$ cat src/verilog/erf_pkg.sv
// Package with register map, field positions, reset values and constants of the receive frame filter.
package erf_pkg;

  // Register byte offsets on the AXI4-Lite bus.
  localparam logic [7:0] ERF_OFS_FILTER_CONTROL = 8'h00;
  localparam logic [7:0] ERF_OFS_STATION_LO = 8'h04;
  localparam logic [7:0] ERF_OFS_STATION_HI = 8'h08;
  localparam logic [7:0] ERF_OFS_MAX_FRAME_LENGTH = 8'h0C;
  localparam logic [7:0] ERF_OFS_STATUS = 8'h10;

  // Field positions inside rx_filter_control.
  localparam int ERF_BIT_ALL_STATIONS = 0;
  localparam int ERF_BIT_GROUP_ADDRESS = 1;
  localparam int ERF_BIT_FOREIGN_UNICAST = 2;
  localparam int ERF_BIT_LOCAL_UNICAST = 3;
  localparam int ERF_BIT_SHORT_REJECT = 4;
  localparam int ERF_BIT_SHORT_COLLECT = 5;
  localparam int ERF_BIT_CRC_REJECT = 6;
  localparam int ERF_BIT_CRC_COLLECT = 7;
  localparam int ERF_BIT_MODE_LO = 8;
  localparam int ERF_BIT_PATTERN_INVERT = 12;
  localparam int ERF_BIT_WAKE_ENABLE = 14;
  localparam int ERF_BIT_HASH_ENABLE = 15;

  // Writable bits of rx_filter_control; bit 13 is unimplemented and reads zero.
  localparam logic [15:0] ERF_CONTROL_WMASK = 16'hDFFF;
  // Power-up value: CRC reject, short reject, local unicast and broadcast on.
  localparam logic [15:0] ERF_CONTROL_RESET = 16'h0059;
  localparam logic [15:0] ERF_MAX_FRAME_RESET = 16'h05EE;

  // Pattern mode encodings.
  typedef enum logic [3:0] {
    ERF_PM_OFF = 4'b0000,
    ERF_PM_ANY = 4'b0001,
    ERF_PM_LOCAL = 4'b0010,
    ERF_PM_NOT_LOCAL = 4'b0011,
    ERF_PM_GROUP = 4'b0100,
    ERF_PM_NOT_GROUP = 4'b0101,
    ERF_PM_BCAST = 4'b0110,
    ERF_PM_NOT_BCAST = 4'b0111,
    ERF_PM_HASH = 4'b1000,
    ERF_PM_WAKE = 4'b1001
  } erf_pmode_t;

  // Frame layout and CRC constants.
  localparam logic [15:0] ERF_DA_BYTES = 16'h0006;
  localparam logic [15:0] ERF_SHORT_MAX_LEN = 16'h003F;
  localparam logic [31:0] ERF_CRC_INIT = 32'hFFFF_FFFF;
  localparam logic [31:0] ERF_CRC_POLY_REFL = 32'hEDB8_8320;
  localparam logic [31:0] ERF_CRC_RESIDUE = 32'hDEBB_20E3;

  // AXI responses.
  localparam logic [1:0] ERF_RESP_OKAY = 2'b00;
  localparam logic [1:0] ERF_RESP_SLVERR = 2'b10;

endpackage : erf_pkg
$ cat src/verilog/erf_filter.sv
// Receive frame filter chain with its AXI4-Lite register slave.
//
// The address map and register access over AXI4-Lite were decided locally.
`timescale 1ns/1ps
module erf_filter
  import erf_pkg::*;
#(
  parameter int ADDR_WIDTH = 8,
  parameter logic [15:0] MAX_FRAME_DEFAULT = ERF_MAX_FRAME_RESET
) (
  input wire logic clock,
  input wire logic arst_n,
  input wire logic [ADDR_WIDTH-1:0] s_axi_awaddr,
  input wire logic s_axi_awvalid,
  output logic s_axi_awready,
  input wire logic [31:0] s_axi_wdata,
  input wire logic [3:0] s_axi_wstrb,
  input wire logic s_axi_wvalid,
  output logic s_axi_wready,
  output logic [1:0] s_axi_bresp,
  output logic s_axi_bvalid,
  input wire logic s_axi_bready,
  input wire logic [ADDR_WIDTH-1:0] s_axi_araddr,
  input wire logic s_axi_arvalid,
  output logic s_axi_arready,
  output logic [31:0] s_axi_rdata,
  output logic [1:0] s_axi_rresp,
  output logic s_axi_rvalid,
  input wire logic s_axi_rready,
  input wire logic rx_valid,
  input wire logic [7:0] rx_data,
  input wire logic rx_last,
  input wire logic pattern_checksum_match,
  input wire logic hash_hit,
  input wire logic wake_hit,
  output logic verdict_valid,
  output logic verdict_accept
);

  ////////////////////////////////////////////////////////////////////////////
  // State of the whole block in one record.
  typedef struct packed {
    logic [15:0] rx_filter_control;
    logic [47:0] station_address;
    logic [15:0] max_frame_length;
    logic [47:0] dest;
    logic [15:0] byte_count;
    logic [31:0] crc;
    logic trunc;
    logic verdict_valid;
    logic verdict_accept;
    logic last_crc_bad;
    logic last_short;
    logic last_trunc;
    logic [7:0] accept_count;
    logic aw_full;
    logic [ADDR_WIDTH-1:0] aw_addr;
    logic w_full;
    logic [31:0] w_data;
    logic [3:0] w_strb;
    logic awready;
    logic wready;
    logic bvalid;
    logic [1:0] bresp;
    logic arready;
    logic rvalid;
    logic [1:0] rresp;
    logic [31:0] rdata;
  } erf_state_t;

  erf_state_t state_reg;
  erf_state_t state_next;

  ////////////////////////////////////////////////////////////////////////////
  // One byte of reflected CRC-32, least significant bit first as on the wire.
  function automatic logic [31:0] erf_crc_byte(input logic [31:0] crc_in, input logic [7:0] data);
    logic [31:0] c;
    c = crc_in ^ {24'h00_0000, data};
    for (int i = 0; i < 8; i++) begin
      c = c[0] ? ((c >> 1) ^ ERF_CRC_POLY_REFL) : (c >> 1);
    end
    return c;
  endfunction : erf_crc_byte

  // Byte-enable merge of a write into an old register value.
  function automatic logic [31:0] erf_merge(input logic [31:0] old, input logic [31:0] data, input logic [3:0] strb);
    logic [31:0] r;
    r = old;
    for (int b = 0; b < 4; b++) begin
      if (strb[b]) begin
        r[8*b +: 8] = data[8*b +: 8];
      end
    end
    return r;
  endfunction : erf_merge

  ////////////////////////////////////////////////////////////////////////////
  // Per-frame datapath and verdict terms.
  logic byte_taken;
  logic [15:0] count_upd;
  logic [31:0] crc_upd;
  logic [47:0] dest_upd;
  logic crc_bad;
  logic is_short;
  logic is_group;
  logic is_bcast;
  logic is_local;
  logic mode_cond;
  logic pattern_hit;
  logic collect_hit;
  logic reject_hit;
  logic address_hit;
  logic accept;
  logic [31:0] read_value;
  logic read_ok;
  logic [31:0] write_old;
  logic [31:0] write_new;
  logic write_ok;

  // Bytes beyond the maximum length are dropped from the CRC, which makes an oversize frame fail.
  always_comb begin
    byte_taken = rx_valid && (state_reg.byte_count < state_reg.max_frame_length);
    count_upd = state_reg.byte_count;
    crc_upd = (state_reg.byte_count == 16'h0000) ? ERF_CRC_INIT : state_reg.crc;
    dest_upd = state_reg.dest;
    if (byte_taken) begin
      crc_upd = erf_crc_byte(crc_upd, rx_data);
      count_upd = state_reg.byte_count + 16'h0001;
      if (state_reg.byte_count < ERF_DA_BYTES) begin
        dest_upd[8*state_reg.byte_count[2:0] +: 8] = rx_data;
      end
    end
  end

  // Classification of the finished frame; the CRC over data plus check bytes leaves a fixed residue.
  always_comb begin
    crc_bad = (crc_upd != ERF_CRC_RESIDUE);
    is_short = (count_upd <= ERF_DA_BYTES + ERF_SHORT_MAX_LEN);
    is_group = dest_upd[0];
    is_bcast = &dest_upd;
    is_local = (dest_upd == state_reg.station_address);
  end

  // Pattern mode condition; reserved codes and the off code never accept.
  always_comb begin
    case (erf_pmode_t'(state_reg.rx_filter_control[ERF_BIT_MODE_LO +: 4]))
      ERF_PM_ANY: mode_cond = 1'b1;
      ERF_PM_LOCAL: mode_cond = is_local;
      ERF_PM_NOT_LOCAL: mode_cond = !is_local;
      ERF_PM_GROUP: mode_cond = is_group;
      ERF_PM_NOT_GROUP: mode_cond = !is_group;
      ERF_PM_BCAST: mode_cond = is_bcast;
      ERF_PM_NOT_BCAST: mode_cond = !is_bcast;
      ERF_PM_HASH: mode_cond = hash_hit;
      ERF_PM_WAKE: mode_cond = wake_hit;
      default: mode_cond = 1'b0;
    endcase
    pattern_hit = mode_cond && (pattern_checksum_match ^ state_reg.rx_filter_control[ERF_BIT_PATTERN_INVERT]);
  end

  // Priority chain: error collection, then error rejection, then the collection filters.
  always_comb begin
    collect_hit = (state_reg.rx_filter_control[ERF_BIT_CRC_COLLECT] && crc_bad)
      || (state_reg.rx_filter_control[ERF_BIT_SHORT_COLLECT] && is_short);
    reject_hit = (state_reg.rx_filter_control[ERF_BIT_CRC_REJECT] && crc_bad)
      || (state_reg.rx_filter_control[ERF_BIT_SHORT_REJECT] && is_short);
    address_hit = (state_reg.rx_filter_control[ERF_BIT_LOCAL_UNICAST] && is_local)
      || (state_reg.rx_filter_control[ERF_BIT_FOREIGN_UNICAST] && !is_group && !is_local)
      || (state_reg.rx_filter_control[ERF_BIT_GROUP_ADDRESS] && is_group)
      || (state_reg.rx_filter_control[ERF_BIT_ALL_STATIONS] && is_bcast)
      || (state_reg.rx_filter_control[ERF_BIT_HASH_ENABLE] && hash_hit)
      || (state_reg.rx_filter_control[ERF_BIT_WAKE_ENABLE] && wake_hit)
      || pattern_hit;
    // A frame nobody accepts falls through to discard.
    accept = collect_hit || (!reject_hit && address_hit);
  end

  ////////////////////////////////////////////////////////////////////////////
  // Register read decode; unmapped words answer with a slave error and zero data.
  always_comb begin
    read_value = 32'h0000_0000;
    read_ok = 1'b1;
    case (s_axi_araddr[7:0])
      ERF_OFS_FILTER_CONTROL: read_value = {16'h0000, state_reg.rx_filter_control};
      ERF_OFS_STATION_LO: read_value = state_reg.station_address[31:0];
      ERF_OFS_STATION_HI: read_value = {16'h0000, state_reg.station_address[47:32]};
      ERF_OFS_MAX_FRAME_LENGTH: read_value = {16'h0000, state_reg.max_frame_length};
      ERF_OFS_STATUS: read_value = {16'h0000, state_reg.accept_count, 4'h0, state_reg.last_trunc,
        state_reg.last_short, state_reg.last_crc_bad, state_reg.verdict_accept};
      default: read_ok = 1'b0;
    endcase
  end

  // Register write decode of the held address.
  always_comb begin
    write_old = 32'h0000_0000;
    write_ok = 1'b1;
    case (state_reg.aw_addr[7:0])
      ERF_OFS_FILTER_CONTROL: write_old = {16'h0000, state_reg.rx_filter_control};
      ERF_OFS_STATION_LO: write_old = state_reg.station_address[31:0];
      ERF_OFS_STATION_HI: write_old = {16'h0000, state_reg.station_address[47:32]};
      ERF_OFS_MAX_FRAME_LENGTH: write_old = {16'h0000, state_reg.max_frame_length};
      default: write_ok = 1'b0;
    endcase
    write_new = erf_merge(write_old, state_reg.w_data, state_reg.w_strb);
  end

  ////////////////////////////////////////////////////////////////////////////
  // Next-state logic for frame tracking and the bus slave.
  always_comb begin
    state_next = state_reg;
    state_next.verdict_valid = 1'b0;
    // Frame bytes.
    if (rx_valid) begin
      state_next.crc = crc_upd;
      state_next.dest = dest_upd;
      state_next.byte_count = count_upd;
      state_next.trunc = state_reg.trunc || !byte_taken;
    end
    // Verdict once the last check byte is in; the byte count and truncation flag restart for the next frame.
    if (rx_valid && rx_last) begin
      state_next.verdict_valid = 1'b1;
      state_next.verdict_accept = accept;
      state_next.last_crc_bad = crc_bad;
      state_next.last_short = is_short;
      state_next.last_trunc = state_reg.trunc || !byte_taken;
      state_next.accept_count = state_reg.accept_count + {7'h00, accept};
      state_next.byte_count = 16'h0000;
      state_next.trunc = 1'b0;
    end
    // Write address and data may come in either order.
    if (s_axi_awvalid && state_reg.awready) begin
      state_next.aw_full = 1'b1;
      state_next.aw_addr = s_axi_awaddr;
    end
    if (s_axi_wvalid && state_reg.wready) begin
      state_next.w_full = 1'b1;
      state_next.w_data = s_axi_wdata;
      state_next.w_strb = s_axi_wstrb;
    end
    // Commit when both halves are held; the control field keeps bit 13 at zero.
    if (state_reg.aw_full && state_reg.w_full && !state_reg.bvalid) begin
      state_next.aw_full = 1'b0;
      state_next.w_full = 1'b0;
      state_next.bvalid = 1'b1;
      state_next.bresp = write_ok ? ERF_RESP_OKAY : ERF_RESP_SLVERR;
      case (state_reg.aw_addr[7:0])
        ERF_OFS_FILTER_CONTROL: state_next.rx_filter_control = write_new[15:0] & ERF_CONTROL_WMASK;
        ERF_OFS_STATION_LO: state_next.station_address[31:0] = write_new;
        ERF_OFS_STATION_HI: state_next.station_address[47:32] = write_new[15:0];
        ERF_OFS_MAX_FRAME_LENGTH: state_next.max_frame_length = write_new[15:0];
        default: state_next.bresp = ERF_RESP_SLVERR;
      endcase
    end
    if (state_reg.bvalid && s_axi_bready) begin
      state_next.bvalid = 1'b0;
    end
    // Ready is withheld while a half is held or a response is pending.
    state_next.awready = !state_next.aw_full && !state_next.bvalid && !(state_reg.awready && s_axi_awvalid);
    state_next.wready = !state_next.w_full && !state_next.bvalid && !(state_reg.wready && s_axi_wvalid);
    // Reads answer one cycle after the address is taken.
    if (s_axi_arvalid && state_reg.arready) begin
      state_next.rvalid = 1'b1;
      state_next.rdata = read_value;
      state_next.rresp = read_ok ? ERF_RESP_OKAY : ERF_RESP_SLVERR;
    end else if (state_reg.rvalid && s_axi_rready) begin
      state_next.rvalid = 1'b0;
    end
    state_next.arready = !state_next.rvalid && !(state_reg.arready && s_axi_arvalid);
  end

  ////////////////////////////////////////////////////////////////////////////
  // State register; reset brings the power-up filter set.
  always_ff @(posedge clock or negedge arst_n) begin
    if (!arst_n) begin
      state_reg <= '0;
      state_reg.rx_filter_control <= ERF_CONTROL_RESET;
      state_reg.max_frame_length <= MAX_FRAME_DEFAULT;
      state_reg.crc <= ERF_CRC_INIT;
      state_reg.awready <= 1'b1;
      state_reg.wready <= 1'b1;
      state_reg.arready <= 1'b1;
    end else begin
      state_reg <= state_next;
    end
  end

  // Outputs straight from the state register.
  assign s_axi_awready = state_reg.awready;
  assign s_axi_wready = state_reg.wready;
  assign s_axi_bvalid = state_reg.bvalid;
  assign s_axi_bresp = state_reg.bresp;
  assign s_axi_arready = state_reg.arready;
  assign s_axi_rvalid = state_reg.rvalid;
  assign s_axi_rresp = state_reg.rresp;
  assign s_axi_rdata = state_reg.rdata;
  assign verdict_valid = state_reg.verdict_valid;
  assign verdict_accept = state_reg.verdict_accept;

endmodule : erf_filter

$ cat config.mk
export PLATFORM = sky130hd
export DESIGN_NAME = erf_filter
export DESIGN_NICKNAME = d
export VERILOG_FILES = /design/src/verilog/erf_pkg.sv /design/src/verilog/erf_filter.sv
export SDC_FILE = /design/constraint.sdc
export NUM_CORES = 1
export LEC_CHECK = 0
export BUFFER_PORTS_ARGS = -buffer_cell sky130_fd_sc_hd__buf_2
export CORE_MARGIN = 2
export CORE_UTILIZATION = 45
export CTS_CLUSTER_DIAMETER = 50
export DETAILED_ROUTE_END_ITERATION = 7
export GPL_TIMING_DRIVEN = 0
export PLACE_DENSITY_LB_ADDON = 0.15
export SYNTH_ARGS = -nofsm -noshare
export SYNTH_HDL_FRONTEND = slang
export SYNTH_SLANG_ARGS = --single-unit
$ cat constraint.sdc
create_clock -name clock -period 5.6 [get_ports clock]
set_input_delay 0.56 -clock clock [delete_from_list [all_inputs] [get_ports clock]]
set_output_delay 0.56 -clock clock [all_outputs]
set_load 0.01 [all_outputs]
# Yosys cells after proc, flatten, opt, wreduce, memory -nomap -nowiden
# Cells that the tools add are included.
[word_totals] ff_bits=276 inputBits=72 out_inout_bits=43
[classes] add_sub_neg=3 order_cmp=3 n_eq_ne=20 n_shift=2 n_mux=37 n_bitwise=10 reduce_logical=63
[op_table] operator="32-bit 2-to-1 mux" count=10
[op_table] operator="32-bit case mux with 5 select lines" count=1
[op_table] operator="13-bit inverter with 14-bit output" count=8
[op_table] operator="48-bit 2-to-1 mux" count=2
[op_table] operator="32-bit case mux with 3 select lines" count=1
[op_table] operator="49-bit 2-to-1 mux" count=1
[op_table] operator="48-bit bitwise mux" count=1
[op_table] operator="48-bit == test" count=1
[op_table] operator="48-bit AND reduction" count=1
[op_table] operator="8-bit by 34-bit variable shift with 48-bit output, first input constant" count=1
[op_table] operator="8-bit by 34-bit indexed part select with 48-bit output" count=1
[op_table] operator="37-bit 2-to-1 mux" count=1
[op_table] operator="6-bit negation with 34-bit output" count=1
[op_table] operator="8-bit by 4-bit == test with 1-bit output, second input constant" count=4
[op_table] operator="16-bit 2-to-1 mux" count=2
[op_table] operator="8-bit 2-to-1 mux" count=4
[op_table] operator="32-bit inequality test, second input constant" count=1
[op_table] operator="32-bit by 8-bit bitwise XOR with 32-bit output" count=1
[op_table] operator="1-bit logical AND" count=27
[op_table] operator="16-bit by 1-bit adder with 16-bit output, second input constant" count=1
[op_table] operator="4-bit by 3-bit == test with 1-bit output, second input constant" count=4
[op_table] operator="8-bit by 3-bit == test with 1-bit output, second input constant" count=2
[op_table] operator="16-bit by 7-bit less-or-equal comparator with 1-bit output, second input constant" count=1
[op_table] operator="16-bit logical NOT" count=1
[op_table] operator="other kinds (23)" count=60

# Depth between registers and ports, before layout
# Gate-level depths: netlist (run 1).
[logic_depth] depth_word=28 depth_mapped=24 depth_no_buf=22

# Worst setup path before layout (run 1)
# No wires, ideal clock.
[synth_timing] path_kind="reg-to-reg" from="register state_reg[133] in the netlist's numbering" to="register state_reg[93] in the netlist's numbering" setup_time_ns=0.123 arrival_time_ns=4.632 required_time_ns=5.477 path_slack_ns=0.846 stages_incl_launch_ff=24 path_buffers=2 period_less_slack_ns=4.754 cell_sequence="dfrtp_1 buf_4 inv_1 ha_1 ha_1 o311a_1 clkbuf_1 nand3_1 or3_1 or4_1 o21ai_2 xor2_1 or4_1 nor3_1 nand4_1 mux2_1 a211o_1 nand3_1 ha_1 ha_1 nand2_1 nor2_1 nand3_1 xnor2_1"
[synth_between] elab_chain_len=25 word_cells_on_any_way=61 cone_classes="add/sub: 3; order compare: 3; eq/ne: 2; shift: 2; mux: 15; bitwise: 9; reduce/logical: 27"
[synth_rtl] item="from (decl)" line="erf_filter.sv:71" source="erf_state_t state_reg;"
[synth_rtl] item="from (signal assigned)" line="erf_filter.sv:284" source="state_reg <= state_next;"
[synth_rtl] item="16-bit logical NOT" line="erf_filter.sv:124" source="crc_upd = (state_reg.byte_count == 16'h0000) ? ERF_CRC_INIT : state_reg.crc;"
[synth_rtl] item="32-bit 2-to-1 mux" line="erf_filter.sv:124"
[synth_rtl] item="32-bit by 8-bit bitwise XOR with 32-bit output" line="erf_filter.sv:78" source="c = crc_in ^ {24'h00_0000, data};"
[synth_rtl] item="13-bit inverter with 14-bit output (no source line)"
[synth_rtl] item="32-bit 2-to-1 mux" line="erf_filter.sv:80" source="c = c[0] ? ((c >> 1) ^ ERF_CRC_POLY_REFL) : (c >> 1);"
[synth_rtl] item="32-bit 2-to-1 mux / 13-bit inverter with 14-bit output (equally long branches)"
[synth_rtl] item="13-bit inverter with 14-bit output (no source line) / 32-bit 2-to-1 mux (equally long branches)"
[synth_rtl] item="32-bit 2-to-1 mux" line="erf_filter.sv:80"
[synth_rtl] item="(+10 left out)"
[synth_rtl] item="32-bit inequality test" line="erf_filter.sv:137" source="crc_bad = (crc_upd != ERF_CRC_RESIDUE);"
[synth_rtl] item="1-bit logical AND" line="erf_filter.sv:165" source="reject_hit = (state_reg.rx_filter_control[ERF_BIT_CRC_REJECT] && crc_bad)"
[synth_rtl] item="1-bit logical OR" line="erf_filter.sv:166" source="|| (state_reg.rx_filter_control[ERF_BIT_SHORT_REJECT] && is_short);"
[synth_rtl] item="1-bit logical NOT" line="erf_filter.sv:175" source="accept = collect_hit || (!reject_hit && address_hit);"
[synth_rtl] item="1-bit logical AND" line="erf_filter.sv:175"
[synth_rtl] item="1-bit logical OR (*)" line="erf_filter.sv:175"
[synth_rtl] item="net accept" line="erf_filter.sv:113" source="logic accept;"
[synth_rtl] item="8-bit by 1-bit adder with 8-bit output (*)" line="erf_filter.sv:227" source="state_next.accept_count = state_reg.accept_count + {7'h00, accept};"
# Mark *: on every way through the listed nets, which the timed path passes. The rest lies on a longest branch.
# A chain may end at the register's enable or synchronous reset.

# Worst setup path in the final report (run 1)
# Ends and elaborated chain as after synthesis.

==> flow_metrics.tcl, run 1 <==
set metrics [dict create \
    vias 14600 \
    grt_max_degree 121 \
    core_sq_mm 0.0365 \
    start_kind "flip-flop" \
    whs_ps -2.20 \
    hold_class "in2async" \
    yosys.cell_count.top_type "dfrtp_1" \
    ant_nets 0 \
    leakagePower_nw 8.22 \
    drtIter0Drc 1485 \
    largest_reg_flops 233 \
    peakVddDrop_v 0.000322 \
    drt-total-wl_microns 54300 \
    n_fill_cell 3381 \
    cts_root_buf "clkbuf_16" \
    pin_count 115 \
    cts.path.max_buffers 3 \
    netlist_area_sq_mm 0.0166 \
    grt_overflow_total 0 \
    arrival_ps 5790 \
    fin_worst_skew_ps 32.1 \
    cp_max_fo 10 \
    slew_viol_final 0 \
    ys_seq_area_share_pct 41.6 \
    hpwlAfterDp_microns 40600 \
    stdcell_area_sq_mm 0.0194 \
    num_antenna_cells 0 \
    floorplan.initialDensity_pct 45.5 \
    portBuffers 106 \
    synth_edf_count 0 \
    synthDistinctLibCells 89 \
    cp_data_required_time_ps 6050 \
    yosysWarnings 0 \
    fmax_mhz 187 \
    hold_viol_final 1 \
    synth_area_leaders "dfrtp_1 (34%), dfstp_2 (7.4%), mux2_2 (6.5%), nand2_1 (4.9%), o21ai_0 (4.3%)" \
    synth_compound_area_share_pct 15.4 \
    die_w_microns 196 \
    placed_area_sq_mm 0.0178 \
    outcome "complete, but fails checks" \
    synthMuxAreaShare_pct 9.46 \
    yosys-top-cells-count "dfrtp_1 (227), nand2_1 (216), nor2_1 (156), o21ai_0 (144), a21oi_1 (108)" \
    drive_gt1_share_pct 22.9 \
    syn_avg_cell_area_sq_um 9.21 \
    drv_cap 0 \
    gp_congestion 0.917 \
    vias_per_cell 5.93 \
    post-route-period-util_pct 95.3 \
    path_clk_slew_ps 60 \
    slew_headroom_pct 34.8 \
    synthArstFlopShare_pct 100 \
    setup_viol 0 \
    nets 2053 \
    regArea_sq_mm 0.00692 \
    worstSkewPairLatency_ps 570 \
    chipHeight_microns 196 \
    synth_xor_area_share_pct 7.69 \
    numClockSinks 274 \
    synth-main-ff-cell "dfrtp_1" \
    p_total_mw 8.41 \
    synth-seq-cells 274 \
    pwr_density_cell_mw_per_mm2 435 \
    grt_pass1_vias 13900 \
    cts_inserted_buffers 38 \
    cts_tree "done" \
    crit_type "reg2reg" \
    end_kind "flip-flop" \
    synth-simple-area-share_pct 17.8 \
    postCtsHoldBufs 0 \
    synthToLayoutAreaGrowth_pct 16.5 \
    synthAdderAreaFrac_pct 1.81 \
    fin_ws_ps 265 \
    worst_pin_slew_ps 978 \
    violations "hold timing" \
    grt_pass1_wl_microns 83000 \
    finalSetupTns_ps 0 \
    h-tree-depth 2 \
    numPlacedInstances 2383 \
    antenna_found_initial 1 \
    finalCriticalPeriod_ps 5340 \
    synth_top_area_cell "dfrtp_1" \
    die_area_sq_mm 0.0385 \
    pre_cts_ws_ps -514 \
    netlist_instances 1805 \
    drt-pass1-iter-count 6 \
    rows 70 \
    multi_input_area_sq_mm 0.00885 \
    wl_per_cell_microns 22.1 \
    synth_top_family_by_area "simple AND/OR/NAND/NOR gates" \
    fin_cells 2455 \
    synth.top_cell.area_share_pct 34.2 \
    grt_usage_pct 28.3 \
    drc_errors 0 \
]
layout by cell type, fill, tap and decap left out, types with 47 or more instances in the layout:
cell type,synthesis,final
a21oi_1,108,106
buf_2,8,112
buf_4,42,50
clkbuf_1,84,74
dfrtp_1,227,224
dfstp_2,47,47
inv_1,69,69
mux2_2,96,97
mux2i_1,48,48
nand2_1,216,216
nor2_1,156,153
o21ai_0,144,143
xnor2_1,72,72
metal layers:
layer | share of wire (%) | vias to the layer above | GRT usage, %
met5 | 0.024 | - | 0
li1 | - | 6700 | -
met2 | 45 | 606 | 43.9
met4 | 3.2 | 2 | 9.03
met3 | 8.4 | 106 | 5.09
met1 | 44 | 7144 | 40.1
cell type report:
cell class	instances	area share (%)
plain buffers	144	3.96
clock buffers	47	5.35
clock inverters	23	1.44
inverters	69	1.34
multi-input cells	1314	45.7
flip-flops and latches	274	35.7
well taps	468	3.03
repair buffers	116	3.40
kinds of logic (layout without fill, tap and decap cells):
| logic type | count (synthesis) | count (layout) |
|---|---|---|
| flops | 274 | 274 |
| compound gates | 410 | 410 |
| buf+inv | 218 | 399 |
| other cells | 1 | 2 |
| fa+ha+maj | 24 | 24 |
| xor+xnor | 123 | 123 |
| mux | 145 | 145 |
| simple gates | 610 | 610 |
final timing paths:
kind                                             start  depth (start not counted)  slack [ps]                           to
min in group clock                      s_axi_wdata[1]                          2         220    state_reg[46]$_DFFE_PN0P_
hold / removal                                  arst_n                          1          -2    state_reg[69]$_DFFE_PN0P_
max in group asynchronous                       arst_n                          2        4530   state_reg[210]$_DFFE_PN0P_
setup reg to reg            state_reg[133]$_DFFE_PN0P_                         22         260    state_reg[93]$_DFFE_PN0P_
hold reg to reg            s_axi_rdata[30]$_DFFE_PN0P_                          2         480  s_axi_rdata[30]$_DFFE_PN0P_
setup / recovery            state_reg[133]$_DFFE_PN0P_                         22         260    state_reg[93]$_DFFE_PN0P_
what timing repair did:
item / CTS / global route
setup endpoints to repair: 8 / 7
pin swaps: 2 / 3
hold endpoints to repair: 0 / 0
gates resized for setup: 10 / 45
setup buffers: 4 / 3
critical path, cell delays in order (launching register included):
cell and delay [ps]:
dfrtp_2 370, buf_4 200, inv_1 80, ha_1 250, ha_1 370, o311a_4 300, nand3_1 120, or3_1 340
or4_1 450, o21ai_2 110, xor2_1 100, or4_1 480, nor3_1 160, nand4_1 270, mux2_2 390, a211o_1 290
nand3_1 130, ha_1 210, ha_1 150, nand2_1 90, nor2_2 150, nand3_1 110, xnor2_1 140
through the flow:
step                hold slack, ps  utilization [%]
finish                       -2.20             53.0
global placement               464             48.6
global route                  52.2             53.0
floorplan                      264                -
detailed placement             471             48.8
CTS                           18.9             52.5
where the power goes:
group,total [mW],switching [mW],leakage (nW),internal [mW]
logic,2.99,1.81,4.11,1.18
clock network,2.51,0.985,0.626,1.52
registers,2.92,0.449,3.48,2.47
(Power assumes the default switching activity.)
==> run 2, diff against run 1 <==
Settings changed: PLACE_DENSITY set to 0.58, PLACE_DENSITY_LB_ADDON 0.15 to not set.
==> run 2 against run 1 <==
  * The flow now finishes without violations
  * Sequential cell count stayed put
  * Global-route usage increased by 0.30 points
  * Hold slack improved by 210 ps
  * Power is 1.8% higher
  * Die area is the same
  * Critical endpoint is now state_reg[94]$_DFFE_PN0P_
  * Largest power group unchanged
==> flow_metrics.tcl, run 2 (synthesis results as in run 1) <==
set metrics [dict create \
    grt_pass1_vias 14000 \
    reg2reg_slack_ps 230 \
    drv_cap 0 \
    leakagePower_nw 8.27 \
    finalCriticalPeriod_ps 5370 \
    arrival_ps 5830 \
    worstSkewPairLatency_ps 580 \
    hold_end "state_reg[54]$_DFFE_PN0P_" \
    die_w_microns 196 \
    critPathTopFamily "simple AND/OR/NAND/NOR gates" \
    cts_tree "done" \
    slew_viol_final 0 \
    hpwlAfterDp_microns 40400 \
    finalSetupTns_ps 0 \
    chipHeight_microns 196 \
    cts_root_buf "clkbuf_16" \
    drt-pass1-iter-count 6 \
    grt_max_degree 108 \
    drtIter0Drc 1531 \
    vias_per_cell 5.92 \
    end_kind "flip-flop" \
    hold_viol_final 0 \
    cp_max_fo 10 \
    wl_per_cell_microns 22.1 \
    cts_inserted_buffers 42 \
    hold_class "in2reg" \
    grt_overflow_total 0 \
    slew_headroom_pct 32.5 \
    p_total_mw 8.56 \
    nets 2058 \
    layout_common_cells "dfrtp_1 (223), nand2_1 (216), nor2_1 (153), o21ai_0 (143), buf_2 (114)" \
    vias 14600 \
    setup_viol 0 \
    min_from "s_axi_wdata[9]" \
    peakVddDrop_v 0.000275 \
    die_area_sq_mm 0.0385 \
    worstPathCellList "inv_1 > ha_1 > o21a_1 > and2_1 > or2_2 > buf_4 > or4_1 > o21ai_2 > xor2_1 > or4_1 > nor3_2 > nand4_1 > mux2_4 > a211o_1 > nand3_2 > ha_2 > nand4_1 > nor2_2 > nand3_1 > xnor2_1" \
    grt_pass1_wl_microns 84200 \
    outcome "finished clean" \
    portBuffers 106 \
    final_common_cell "dfrtp_1" \
    worst_pin_slew_ps 998 \
    reg2reg_depth 20 \
    h-tree-depth 2 \
    cts.path.max_buffers 3 \
    cp_num_buf_inv 2 \
    antenna_found_initial 1 \
    gp_congestion 0.917 \
    critPathMaxStageDelay_ps 550 \
    pin_count 115 \
    ant_nets 0 \
    fin_worst_skew_ps 22.5 \
    pwr_density_cell_mw_per_mm2 440 \
    drt-total-wl_microns 54400 \
    path_clk_slew_ps 60 \
    fmax_mhz 186 \
    synthToLayoutAreaGrowth_pct 17.2 \
    timing.rr.end "state_reg[94]$_DFFE_PN0P_" \
    hold_depth 2 \
    finalCoreUtilization_pct 53.3 \
    largest_reg_flops 233 \
    floorplan.initialDensity_pct 45.5 \
    drive_gt1_share_pct 23.3 \
    rows 70 \
    numClockSinks 274 \
    start_kind "flip-flop" \
    post-route-period-util_pct 95.8 \
    drc_errors 0 \
    grt_usage_pct 28.6 \
    cpMaxStageDelayCell "or4_1" \
    core_sq_mm 0.0365 \
    r2r_start "state_reg[211]$_DFFE_PN0P_" \
    cp_data_required_time_ps 6060 \
    crit_type "reg2reg" \
]
[run 2: worst max-delay path by stage]
| stage | from | end | cells after the start |
|---|---|---|---|
| floorplan | state_reg[133]$_DFFE_PN0P_ | state_reg[93]$_DFFE_PN0P_ | 23 |
| global placement | arst_n | state_reg[56]$_DFFE_PN0P_ | 1 |
| detailed placement | state_reg[133]$_DFFE_PN0P_ | state_reg[93]$_DFFE_PN0P_ | 23 |
| CTS | state_reg[133]$_DFFE_PN0P_ | state_reg[93]$_DFFE_PN0P_ | 23 |
| global route | state_reg[133]$_DFFE_PN0P_ | state_reg[94]$_DFFE_PN0P_ | 21 |
| finish | state_reg[211]$_DFFE_PN0P_ | state_reg[94]$_DFFE_PN0P_ | 20 |
[run 2: area by class of cell]
cell class                      count  area (sq um)
Antenna cell                        1          2.50
Buffer                            145           767
Clock buffer                       55          1170
Clock inverter                     22           245
Fill cell                        3384         17000
Inverter                           69           259
Multi-Input combinational cell   1314          8860
Sequential cell                   274          6920
Tap cell                          468           586
Timing Repair Buffer              116           661
[run 2: metrics by stage]
stage | setup WS (ps) | cell area (sq um) | hold WS (ps) | instances
after floorplan | 846 | 16600 | 264 | 1806
after global placement | -1330 | 17700 | 465 | 2380
after detailed placement | -437 | 17800 | 472 | 2383
after CTS | 9.54 | 19300 | 186 | 2461
after global routing | -1.87 | 19500 | 202 | 2463
final | 234 | 19500 | 205 | 2464
[run 2: power breakdown]
part | switching (mW) | total [mW] | internal, mW
logic | 1.81 | 2.99 | 1.18
registers | 0.446 | 2.91 | 2.47
clock network | 1.03 | 2.66 | 1.63
total | 3.29 | 8.56 | 5.28
[run 2: what timing repair did]
| action | 4_1_cts | 5_1_grt |
|---|---|---|
| endpoints found under the hold margin | 37 | 0 |
| endpoints found under the setup margin | 8 | 8 |
| pin swaps | 2 | 3 |
| setup buffers | 2 | 4 |
| hold buffers | 1 | 0 |
| gates resized for setup | 14 | 39 |
[run 2: routing by layer]
layer	vias to the layer above	global-route usage, %	share of wire (%)
met3	97	5.21	8.1
li1	6693	-	-
met5	-	0	0
met1	7166	40.5	44
met2	619	44.3	45
met4	0	9.57	2.7
